### src/tdf_pkg.sv
// Constants for the diagnostic status and flag register bank.
// Assumes one 100 MHz clock and a host register port of byte width.
// Function
// RL1 - Bit 7 of the status byte reads the level of the hardware transmit-off input.
// RL2 - Bit 6 of the status byte is a host-writable, readable soft transmit-off bit.
// RL3 - The transmitter is off when the soft bit or the hardware input is set.
// RL4 - Bit 2 of the status byte reads the laser-fault output state.
// RL5 - Bit 1 of the status byte reads the receive-signal-lost output state.
// RL6 - Bit 0 of the status byte is an active-low ready flag, 0 once data is valid.
// RL7 - Soft commands take effect and show in status within 100 ms.
// RL8 - Alarm byte 112 bits 7/6 flag temperature high/low, bits 5/4 supply high/low.
// RL9 - Alarm byte 112 bits 3/2 flag bias high/low, bits 1/0 transmit power high/low.
// RL10 - Alarm byte 113 bits 7/6 flag receive power high/low; bits 5..0 are reserved.
// RL11 - Warning byte 116 bits 7/6 flag temperature, bits 5/4 supply voltage.
// RL12 - Warning byte 116 bits 3/2 flag bias, bits 1/0 transmit power.
// RL13 - Warning byte 117 bits 7/6 flag receive power; bits 5..0 are reserved.
// RL14 - Temperature and its thresholds are signed 16-bit values in 1/256 degree steps.
// RL15 - Reserved bits read zero and only the soft transmit-off bit is writable.
// RL16 - Every flag is recomputed from the latest measurement and clears by itself.
package tdf_pkg;
  localparam int ADDR_W = 8;
  localparam int DATA_W = 8;
  localparam logic [7:0] OFS_STATUS = 8'h6E;
  localparam logic [7:0] OFS_ALARM_LO = 8'h70;
  localparam logic [7:0] OFS_ALARM_HI = 8'h71;
  localparam logic [7:0] OFS_WARN_LO = 8'h74;
  localparam logic [7:0] OFS_WARN_HI = 8'h75;
  localparam int BIT_HW_OFF = 7;
  localparam int BIT_SOFT_OFF = 6;
  localparam int BIT_FAULT = 2;
  localparam int BIT_LOST = 1;
  localparam int BIT_READY_N = 0;
  localparam logic SOFT_OFF_RESET = 1'b0;
  localparam int NUM_MEAS = 5;
  localparam int CLK_MHZ = 100;
  localparam int SOFT_RESP_MS = 100;
  localparam int SOFT_RESP_CYC = SOFT_RESP_MS * 1000 * CLK_MHZ;
  localparam int SOFT_LAT_CYC = 2;
  typedef enum {MEAS_TEMP, MEAS_VCC, MEAS_BIAS, MEAS_TXP, MEAS_RXP} tdf_meas_t;
endpackage

### src/tdf_regs.sv
// Status, soft-control and alarm/warning flag bytes of the diagnostic page.
// Assumes a byte-wide host port decoded upstream; pins arrive asynchronously.
module tdf_regs
  import tdf_pkg::*;
(
  input wire logic CLK,
  input wire logic RST,
  input wire logic [tdf_pkg::ADDR_W-1:0] ADDR,
  input wire logic WR_EN,
  input wire logic [tdf_pkg::DATA_W-1:0] WDATA,
  output logic [tdf_pkg::DATA_W-1:0] RDATA,
  input wire logic TX_OFF_PIN,
  input wire logic LASER_FAULT,
  input wire logic RECEIVE_SIGNAL_LOST,
  input wire logic MEAS_VALID,
  input wire logic [5*16-1:0] MEAS,
  input wire logic [5*16-1:0] HI_ALARM,
  input wire logic [5*16-1:0] LO_ALARM,
  input wire logic [5*16-1:0] HI_WARN,
  input wire logic [5*16-1:0] LO_WARN,
  output logic TX_OFF
);
  import tdf_pkg::*;

  logic [3:0] s1_reg;
  logic [3:0] s2_reg;
  logic soft_off_reg;
  logic tx_off_reg;
  logic [DATA_W-1:0] rdata_reg;
  logic [DATA_W-1:0] rdata_next;
  logic [2*NUM_MEAS-1:0] alarm_w;
  logic [2*NUM_MEAS-1:0] warn_w;
  logic [2*NUM_MEAS-1:0] ref_alarm;
  logic [2*NUM_MEAS-1:0] ref_warn;

  // Pins are foreign to CLK; two stages before any use
  always_ff @(posedge CLK or posedge RST) begin
    if (RST) begin
      s1_reg <= 4'h0;
      s2_reg <= 4'h0;
    end else begin
      s1_reg <= {TX_OFF_PIN, LASER_FAULT, RECEIVE_SIGNAL_LOST, MEAS_VALID};
      s2_reg <= s1_reg;
    end
  end
  wire logic hw_off = s2_reg[3];
  wire logic fault_s = s2_reg[2];
  wire logic lost_s = s2_reg[1];
  wire logic valid_s = s2_reg[0];

  // Temperature is the only signed channel
  genvar g;
  generate
    for (g = 0; g < NUM_MEAS; g++) begin : g_ch
      tdf_cmp #(.IS_SIGNED(g == MEAS_TEMP)) u_cmp ( // see RL14
        .CLK(CLK),
        .RST(RST),
        .meas(MEAS[g*16 +: 16]),
        .hi_alarm(HI_ALARM[g*16 +: 16]),
        .lo_alarm(LO_ALARM[g*16 +: 16]),
        .hi_warn(HI_WARN[g*16 +: 16]),
        .lo_warn(LO_WARN[g*16 +: 16]),
        .alarm(alarm_w[2*g +: 2]),
        .warn(warn_w[2*g +: 2])
      );
    end
  endgenerate

  wire logic wr_status = WR_EN && (ADDR == OFS_STATUS);
  wire logic soft_off_next = wr_status ? WDATA[BIT_SOFT_OFF] : soft_off_reg; // see RL2
  wire logic tx_off_next = soft_off_reg | hw_off; // see RL3

  // Low byte: temp, vcc, bias, tx power pairs, high/low per pair
  wire logic [7:0] alarm_lo = {alarm_w[1:0], alarm_w[3:2], alarm_w[5:4], alarm_w[7:6]}; // see RL8
  wire logic [7:0] alarm_hi = {alarm_w[9:8], 6'h00}; // see RL10
  wire logic [7:0] warn_lo = {warn_w[1:0], warn_w[3:2], warn_w[5:4], warn_w[7:6]}; // see RL11
  wire logic [7:0] warn_hi = {warn_w[9:8], 6'h00}; // see RL13
  wire logic [7:0] status_b = {hw_off, soft_off_reg, 3'h0, fault_s,
                               lost_s, ~valid_s}; // see RL1 RL4 RL5 RL6

  // Independent reference for the flag checks, not shared with the comparators
  function automatic logic [1:0] ref_pair(input logic [15:0] m, input logic [15:0] h,
                                          input logic [15:0] l, input bit sg);
    if (sg) begin
      ref_pair = {$signed(m) > $signed(h), $signed(m) < $signed(l)};
    end else begin
      ref_pair = {m > h, m < l};
    end
  endfunction

  generate
    for (g = 0; g < NUM_MEAS; g++) begin : g_ref
      assign ref_alarm[2*g +: 2] = ref_pair(MEAS[g*16 +: 16], HI_ALARM[g*16 +: 16],
                                            LO_ALARM[g*16 +: 16], g == MEAS_TEMP);
      assign ref_warn[2*g +: 2] = ref_pair(MEAS[g*16 +: 16], HI_WARN[g*16 +: 16],
                                           LO_WARN[g*16 +: 16], g == MEAS_TEMP);
    end
  endgenerate

  // Unmapped offsets read zero; reserved bits ignore writes
  always_comb begin
    case (ADDR)
      OFS_STATUS: rdata_next = status_b;
      OFS_ALARM_LO: rdata_next = alarm_lo; // see RL9
      OFS_ALARM_HI: rdata_next = alarm_hi;
      OFS_WARN_LO: rdata_next = warn_lo; // see RL12
      OFS_WARN_HI: rdata_next = warn_hi;
      default: rdata_next = 8'h00; // see RL15
    endcase
  end

  always_ff @(posedge CLK or posedge RST) begin
    if (RST) begin
      soft_off_reg <= SOFT_OFF_RESET;
      tx_off_reg <= 1'b1;
      rdata_reg <= 8'h00;
    end else begin
      soft_off_reg <= soft_off_next;
      tx_off_reg <= tx_off_next; // see RL7
      rdata_reg <= rdata_next;
    end
  end
  assign RDATA = rdata_reg;
  assign TX_OFF = tx_off_reg;
endmodule

### src/tdf_cmp.sv
// Threshold comparator for one measurement channel, registered flags.
// Assumes thresholds and measurement are stable in the CLK domain.
module tdf_cmp #(
  parameter bit IS_SIGNED = 1'b0
) (
  input wire logic CLK,
  input wire logic RST,
  input wire logic [15:0] meas,
  input wire logic [15:0] hi_alarm,
  input wire logic [15:0] lo_alarm,
  input wire logic [15:0] hi_warn,
  input wire logic [15:0] lo_warn,
  output logic [1:0] alarm,
  output logic [1:0] warn
);
  function automatic logic above(input logic [15:0] a, input logic [15:0] b, input bit sg);
    above = sg ? ($signed(a) > $signed(b)) : (a > b);
  endfunction
  wire logic [1:0] alarm_next = {above(meas, hi_alarm, IS_SIGNED),
                                 above(lo_alarm, meas, IS_SIGNED)};
  wire logic [1:0] warn_next = {above(meas, hi_warn, IS_SIGNED),
                                above(lo_warn, meas, IS_SIGNED)};
  // Recomputed each cycle, so flags clear when the condition ends
  always_ff @(posedge CLK or posedge RST) begin
    if (RST) begin
      alarm <= 2'h0;
      warn <= 2'h0;
    end else begin
      alarm <= alarm_next; // see RL16
      warn <= warn_next;
    end
  end
endmodule

### config.mk
export PLATFORM = sky130hd
export DESIGN_NAME = tdf_regs
export DESIGN_NICKNAME = d
export VERILOG_FILES = /design/src/tdf_pkg.sv /design/src/tdf_regs.sv /design/src/tdf_cmp.sv
export SDC_FILE = /design/constraint.sdc
export NUM_CORES = 1
export LEC_CHECK = 0
export ABC_AREA = 1
export BUFFER_PORTS_ARGS = -buffer_cell sky130_fd_sc_hd__buf_2
export CAP_MARGIN = 20
export CORE_AREA = 2 2 170 172
export DETAILED_ROUTE_END_ITERATION = 7
export DIE_AREA = 0 0 172 174
export GPL_ROUTABILITY_DRIVEN = 0
export PLACE_DENSITY = 0.58
export SLEW_MARGIN = 10
export SYNTH_ARGS = -nofsm -noshare
export SYNTH_HDL_FRONTEND = slang
export SYNTH_SLANG_ARGS = --single-unit
### constraint.sdc
create_clock -name CLK -period 1.08 [get_ports CLK]
set_input_delay 0.108 -clock CLK [delete_from_list [all_inputs] [get_ports CLK]]
set_output_delay 0.108 -clock CLK [all_outputs]
set_load 0.02 [all_outputs]
---- After elaboration in Yosys (flattened, before gate mapping) ----
Cells that the tools add are included.
cells by class
  order comparisons ....................... 20
  equal/unequal tests ..................... 5
  mux-type cells .......................... 1
  bitwise gates (word level) .............. 2
  reduce and logical (&&, ||, !) cells .... 1
operators with widths
  cell                                                                    number
  16-bit greater-than comparator                                          20
  8-bit by 7-bit equality test with 1-bit output (second input constant)  5
  8-bit case mux with 5 select lines                                      1
  1-bit logical AND                                                       1
  1-bit NOT                                                               1
  1-bit OR                                                                1
word-level totals
  register bits after elaboration ......... 38
  output and inout bits ................... 9
  logic and storage cells ................. 44

---- Logic depth before layout (Yosys ltp) ----
Gate-level depths: netlist of run 1.
  word-level depth ........................ 2
  mapped depth ............................ 14
  mapped depth without buffers ............ 14

---- Modules after synthesis ----
A second synthesis of run 1 with hierarchy kept.
second synthesis, totals
  cell total of the unflattened synthesis .. 1483
  area, all modules ....................... 9744.3 um^2
by module, submodules not included
  module                        times used  cells each  area an instance (um^2)  sequential area each (um^2)
  tdf_cmp at g_ch[1].u_cmp ...  3           277         1775.5                   100.1
  tdf_cmp at g_ch[0].u_cmp      1           279         1815.5                   100.1
  tdf_cmp at g_ch[2].u_cmp      1           277         1773.0                   100.1
  tdf_regs                      1           96          829.5                    451.7

---- Worst setup path before layout of run 1 ----
OpenSTA, ideal clock, no wires.
  path type ............................... input-to-reg
  from .................................... input MEAS[15]
  to ...................................... register g_ch[0].u_cmp.warn[0]
  arrival ................................. 1065 ps
  required time ........................... 961 ps
  path slack .............................. -104 ps
  cell stages on the path ................. 7
  path buffers ............................ 0
  cell sequence ........................... inv_1 > ha_1 > nand2_2 > nor4_4 > nand2_1 > a21oi_1 > nor2_1
between the ends
  word-level cells in the longest chain between the ends .. 1
RTL lines
  element                               line            text
  start: declaration                    tdf_regs.sv:16  input wire logic [5*16-1:0] MEAS,
  16-bit greater-than comparator        tdf_cmp.sv:17   above = sg ? ($signed(a) > $signed(b)) : (a > b);
  named net g_ch[0].u_cmp.warn_next[0]  tdf_cmp.sv:21   wire logic [1:0] warn_next = {above(meas, hi_warn, IS_SIGNED),
  end signal: assignment                tdf_cmp.sv:30   warn <= warn_next;
  end: declaration                      tdf_cmp.sv:14   output logic [1:0] warn
The timed path passes the listed nets, and every way through them passes these cells.
A chain may end at the register's enable or synchronous reset.

---- Final worst setup path of run 1 ----
  from .................................... input HI_WARN[9]
  to ...................................... register g_ch[0].u_cmp.warn[1]
between the ends
  word-level cells in the longest chain between the ends .. 1
RTL lines
  element                               line            text
  start: declaration                    tdf_regs.sv:19  input wire logic [5*16-1:0] HI_WARN,
  16-bit greater-than comparator        tdf_cmp.sv:17
  named net g_ch[0].u_cmp.warn_next[1]  tdf_cmp.sv:21
The timed path passes the listed nets, and every way through them passes these cells.

==> out/metrics.csv, run 1 <==
stage,metric,value,unit
floorplanning,rows,62,
timing,setup_violations,1,
place,dp_hpwl,28300,µm
drt,dr.pass1.iters,4,
yosys,netlist_area,9250,µm²
final_layout,area_growth,54.6,%
drt,avgRoutedWirePerCell,14.2,µm
worst_setup_path,cpLargestDelayFamily,compound AO/OA/AOI/OAI gates,
yosys,post-synth-top-area-cell,ha_1,
yosys,synth_cell_type_count,30,
clocking,numCtsBuffers,5,
clocking,cts.sinks,38,
floorplanning,initial_utilization,0.328,
timing,rsz0062_at_grt,yes,
worst_setup_path,critPathMaxFanout,2,
yosys,yosysWarnings,0,
yosys,synth_top_area_share,0.433,
worst_setup_path,max_stage_delay,0.26,ns
floorplanning,die-area,29900,µm²
worst_setup_path,crit_chain,clkbuf_4 -> inv_12 -> ha_4 -> a21oi_1 -> o21ai_1 -> a21oi_2 -> buf_4 -> a21oi_4 -> nor2_4,
worst_setup_path,path_buf_inv,3,
clocking,htree_levels,2,
final_layout,drive_gt1_frac,0.397,
worst_setup_path,worstSetupPathType,in -> reg,
place,numPlacedInstances,2208,
timing,relSlewSlack,0.816,
worst_setup_path,end_kind,flop,
clocking,root_buffer,clkbuf_16,
power,peakVddDrop,0.406,mV
drt,drtIter0Drc,265,
drt,vias_per_cell,4.65,
global_routing,grt_max_degree,15,
yosys,synth_seq_area_share,0.103,
final_layout,fin_nets,2582,
worst_setup_path,rrSetupSlack,0.25,ns
floorplanning,die_h,174,µm
yosys,synthArstFlopShare,1.00,
yosys,syn_inst,1322,
floorplanning,die_x,172,µm
global_routing,grt_pass1_vias,10441,
timing,hold_violations,0,
worst_setup_path,cp-start-kind,input pin,
global_routing,grt_pass1_wl,48200,µm
power,p_leak,8.02,nW
global_routing,antenna_found_initial,10,
yosys,ys_seq_elements,38,
timing,period_share,1.03,
yosys,synth-edff-count,0,
power,power_density,575,nW/µm²
run_status,violations,negative setup slack,
final_layout,design_area,14300,µm²
floorplanning,io_pins,432,
timing,slew_violations,0,
place,io_buffer_count,424,
drt,drcViolationCount,0,
final_layout,layout_common_cells,"buf_2, inv_1, ha_1",
clocking,cts_tree,yes,
place,preCtsSetupSlack,-0.393,ns
global_routing,grt_overflow,0,
yosys,synth.area.top_cells,"ha_1, inv_1, dfrtp_1",
drt,wirelength,31800,µm
clocking,clock_latency,0.28,ns
global_routing,gr-usage-all-layers,0.198,
worst_setup_path,cp.arrival,1.27,ns
worst_setup_path,cp-endpoint,g_ch[0].u_cmp.warn[1]$_DFF_PP0_,
yosys,syn_nets,2065,
floorplanning,core-area,28200,µm²
place,placed_area,12800,µm²
drt,vias,10372,
timing,period_minus_slack,1.11,ns
timing,finClkSkew,0.00779,ns
timing,setup_tns,-0.0303,ns
timing,timing.fmax,0.901,GHz
worst_setup_path,cp.required,1.24,ns
yosys,synth_ff_type,dfrtp_1,
yosys,syn_avg_cell_area,7.00,µm²
drt,ant_nets,0,
run_status,status,"complete, but fails checks",
worst_setup_path,r2r_start,g_ch[0].u_cmp.alarm[0]$_DFF_PP0_,
worst_setup_path,worstRegToRegCells,4,
clocking,clockBufferDepth,2,
final_layout,final_common_cell,buf_2,
worst_setup_path,r2r_end,RDATA[6]$_DFF_PP0_,
worst_setup_path,crit_start,HI_WARN[9],
final_layout,fin_cells,2230,
timing,setup_ws,-0.0303,ns
worst_setup_path,slowest_stage,ha_4,
worst_setup_path,crit_cells,9,
flow_run,drv_cap,0,
timing,tightestPinTransition,0.273,ns
min_path,hold_path_class,in -> reg,
clocking,cts.clk_slew.worst_paths,0.06,ns
## timing repair
item | in CTS | in global routing
hold buffers | 5 | 0
buffers inserted | 0 | 3
endpoints found under the hold margin | 17 | 0
gates resized for setup | 15 | 255
setup endpoints to repair | 9 | 19
gates cloned | 0 | 0
pin swaps | 6 | 77
## cells in the mapped netlist (4+ instances only)
library cell	instances
nand2_2	5
nand2_1	202
nand3b_1	13
inv_1	302
a21o_1	4
nor2_1	95
o21ai_0	38
dfrtp_1	37
ha_1	320
nand4_1	25
a21oi_1	168
and3_1	14
o21a_1	17
nor3_1	19
nand3_1	41
## area by class of cell
class                      count  area [µm²]
clock buffer                   5         125
timing repair buffer         510        3090
tap                          384         480
antenna                        6        15.0
multi-input combinational    979        8370
clock inverter                 3        45.0
sequential                    38         952
inverter                     305        1230
fill                        2876       13900
## metal layers
metal	track usage	share of wire	vias to the layer above
li1	-	-	5441
met1	0.223	0.41	4591
met2	0.379	0.51	279
met3	0.0360	0.061	53
met4	0.0494	0.022	8
met5	0	0.0017	-
## per-stage QoR
step / total power, mW / hold WS, ns / util
global route: 9.05 / 0.0532 / 0.507
floorplan: 3.98 / 0.139 / -
finish: 8.22 / 0.0516 / 0.507
detailed placement: 5.90 / 0.0525 / 0.455
CTS: 7.71 / 0.0511 / 0.464
global placement: 5.78 / 0.0535 / 0.455
## worst register-to-register path: cells and delay by family (launching register included)
kind	cells	cell delay [ns]
AOI/OAI and AO/OA	1	0.11
DFF	1	0.39
and+or+nand+nor	3	0.22
## where the power goes
| group | total (mW) | internal (mW) | switching (mW) | leakage, nW |
|---|---|---|---|---|
| clock network | 1.71 | 1.09 | 0.620 | 0.0761 |
| registers | 1.60 | 1.55 | 0.0519 | 0.462 |
| logic | 4.91 | 2.44 | 2.47 | 7.48 |
## logic make-up (layout without fill, tap and decap cells)
| logic type | after synthesis | count (layout) | share of synthesized area |
|---|---|---|---|
| simple gates | 423 | 423 | 0.204 |
| fa+ha+maj | 320 | 320 | 0.433 |
| buf+inv | 305 | 823 | 0.124 |
| compound gates | 236 | 236 | 0.136 |
| flops | 38 | 38 | 0.103 |
| other cells | 0 | 6 | 0 |
## how the worst min path moves through the flow
stage          depth (start not counted)  slack (ns)                        to  startpoint
2_1_floorplan                          0        0.14       s1_reg[0]$_DFF_PP0_  MEAS_VALID
3_3_place_gp                           2        0.05        RDATA[2]$_DFF_PP0_         RST
3_5_place_dp                           2        0.05        RDATA[2]$_DFF_PP0_         RST
4_1_cts                                3        0.05  soft_off_reg$_DFFE_PP0P_    WDATA[6]
5_1_grt                                3        0.05  soft_off_reg$_DFFE_PP0P_    WDATA[6]
6_report                               3        0.05  soft_off_reg$_DFFE_PP0P_    WDATA[6]
No activity file was read; power rests on OpenSTA's default activity.
==> run 2: changes to the inputs <==
--- a/config.mk
+++ b/config.mk
@@ -12,7 +12,7 @@
 export DETAILED_ROUTE_END_ITERATION = 7
 export DIE_AREA = 0 0 172 174
 export GPL_ROUTABILITY_DRIVEN = 0
-export PLACE_DENSITY = 0.58
+export PLACE_DENSITY = 0.7
 export SLEW_MARGIN = 10
 export SYNTH_ARGS = -nofsm -noshare
 export SYNTH_HDL_FRONTEND = slang
==> run 2 against run 1 <==
Effect of this change:
- sequential cell count did not move
- critical endpoint is now g_ch[0].u_cmp.alarm[1]$_DFF_PP0_
- the flow still finishes with violations (negative setup slack)
- utilization shrank 1.1 points
- total power is 1.6% lower
==> out/metrics.csv, run 2 (synthesis gave the netlist of run 1 again) <==
stage,metric,value,unit
place,preCtsSetupSlack,-0.422,ns
timing,hold_violations,0,
global_routing,grt_overflow,0,
power,p_int,4.98,mW
clocking,cts_tree,yes,
place,placed_area,12800,µm²
run_status,violations,negative setup slack,
timing,setup_violations,2,
place,io_buffer_count,424,
final_layout,layout_common_cells,"buf_2, ha_1, inv_1",
power,comb_power_share,0.594,
clocking,htree_levels,2,
worst_setup_path,r2r_start,g_ch[0].u_cmp.warn[0]$_DFF_PP0_,
timing,period_share,1.03,
worst_setup_path,cp.arrival,1.32,ns
floorplanning,rows,62,
final_layout,design_area,14000,µm²
global_routing,grt_pass1_wl,49700,µm
worst_setup_path,crit_chain,buf_2 -> ha_1 -> a21o_1 -> nor2_1 -> nand2_1 -> nand2_1 -> nand2_2 -> nand2_1 -> nand2_1 -> nor2_2,
run_status,status,"complete, but fails checks",
clocking,cts.sinks,38,
worst_setup_path,crit_start,MEAS[7],
power,p_sw_frac,0.384,
clocking,numCtsBuffers,5,
power,peakVddDrop,0.543,mV
global_routing,gr-usage-all-layers,0.208,
worst_setup_path,worstSetupPathType,in -> reg,
floorplanning,core-area,28200,µm²
worst_setup_path,cpLargestDelayFamily,simple AND/OR/NAND/NOR gates,
min_path,min_to,soft_off_reg$_DFFE_PP0P_,
floorplanning,die_x,172,µm
worst_setup_path,r2r_end,RDATA[6]$_DFF_PP0_,
power,p_leak,7.96,nW
drt,drcViolationCount,0,
worst_setup_path,max_stage_delay,0.32,ns
timing,timing.fmax,0.900,GHz
floorplanning,die-area,29900,µm²
worst_setup_path,worstRegToRegCells,4,
worst_setup_path,rrSetupSlack,0.23,ns
drt,vias_per_cell,4.74,
power,p_sw,3.10,mW
clocking,cts.clk_slew.worst_paths,0.06,ns
floorplanning,die_h,174,µm
worst_setup_path,crit_path_frequent_cell,nand2_1,
timing,setup_ws,-0.0312,ns
worst_setup_path,cp.required,1.28,ns
global_routing,antenna_found_initial,5,
clocking,clockBufferDepth,2,
timing,fin_hold_ws,0.0466,ns
timing,finClkSkew,0.00641,ns
power,clkPwrFrac,0.207,
drt,dr.pass1.iters,4,
drt,avgRoutedWirePerCell,14.8,µm
global_routing,grt_pass1_vias,10889,
timing,rsz0062_at_grt,yes,
timing,period_minus_slack,1.11,ns
final_layout,final_common_cell,buf_2,
floorplanning,initial_utilization,0.328,
place,dp_hpwl,29300,µm
power,seq_power_share,0.199,
min_path,hp-start,WDATA[6],
worst_setup_path,slowest_stage,ha_1,
flow_run,drv_cap,0,
drt,vias,10536,
worst_setup_path,path_buf_inv,1,
final_layout,area_growth,51.2,%
timing,slew_violations,0,
drt,ant_nets,0,
timing,tightestPinTransition,0.348,ns
drt,drtIter0Drc,323,
floorplanning,io_pins,432,
timing,relSlewSlack,0.768,
final_layout,fill_cells,2749,
final_layout,fin_nets,2579,
global_routing,grt_max_degree,19,
min_path,hold_depth,3,
worst_setup_path,end_kind,flop,
clocking,clock_latency,0.29,ns
power,power_density,578,nW/µm²
worst_setup_path,critPathMaxFanout,3,
clocking,root_buffer,clkbuf_16,
min_path,hold_path_class,in -> reg,
drt,wirelength,33000,µm
worst_setup_path,cp-start-kind,input pin,
final_layout,drive_gt1_frac,0.381,
-- run 2: final cells by class --
class                   instances  area, µm²  share of cell area
multi-input cells             979       8180               0.585
repair buffers                507       2990               0.214
inverters                     305       1210              0.0865
flip-flops and latches         38        952              0.0681
well taps                     384        480              0.0343
clock buffers                   5        125             0.00894
clock inverters                 3       40.0             0.00286
diodes                          3       7.51            0.000537
-- run 2: worst max-delay path by stage --
stage / end / cells after the start
after floorplan: g_ch[0].u_cmp.alarm[0]$_DFF_PP0_ / 9
after global placement: g_ch[0].u_cmp.warn[1]$_DFF_PP0_ / 9
after detailed placement: g_ch[0].u_cmp.warn[1]$_DFF_PP0_ / 9
after CTS: g_ch[0].u_cmp.alarm[1]$_DFF_PP0_ / 9
after global routing: g_ch[0].u_cmp.alarm[1]$_DFF_PP0_ / 13
final: g_ch[0].u_cmp.alarm[1]$_DFF_PP0_ / 10
-- run 2: power groups by stage --
stage / Clock, mW / Combinational (mW) / Sequential [mW]
6_report: 1.67 / 4.81 / 1.61
5_1_grt: 1.82 / 5.45 / 1.62
4_1_cts: 1.78 / 4.37 / 1.61
3_5_place_dp: 0 / 4.30 / 1.63
3_3_place_gp: 0 / 4.13 / 1.64
2_1_floorplan: 0 / 2.38 / 1.60
-- run 2: layer usage --
layer / wire length (µm) / track usage / part of all wire
met5: 13 / 0 / 0.00039
met4: 1430 / 0.0938 / 0.043
met3: 1880 / 0.0321 / 0.057
met2: 16500 / 0.383 / 0.50
met1: 13200 / 0.231 / 0.40
-- run 2: stage by stage --
step	cells	setup TNS (ns)	power, mW	utilization
after global placement	2207	-5.98	5.77	0.453
after global routing	2224	-0.477	8.90	0.495
after CTS	2220	-0.0340	7.76	0.464
final	2224	-0.0402	8.09	0.495
after floorplan	1322	-0.0172	3.98	-
after detailed placement	2207	-6.35	5.93	0.453
-- run 2: what timing repair did --
action                     4_1_cts  5_1_grt
gates resized for setup         22      186
hold endpoints to repair        14        0
buffers inserted                 0        1
hold buffers                     5        0
setup endpoints to repair       12       21
pin swaps                        9       61
-- run 2: tightest hold or removal path, cell delays in order --
cell and delay, ns:
buf_2 0.08, nand2_1 0.04, o21ai_0 0.07
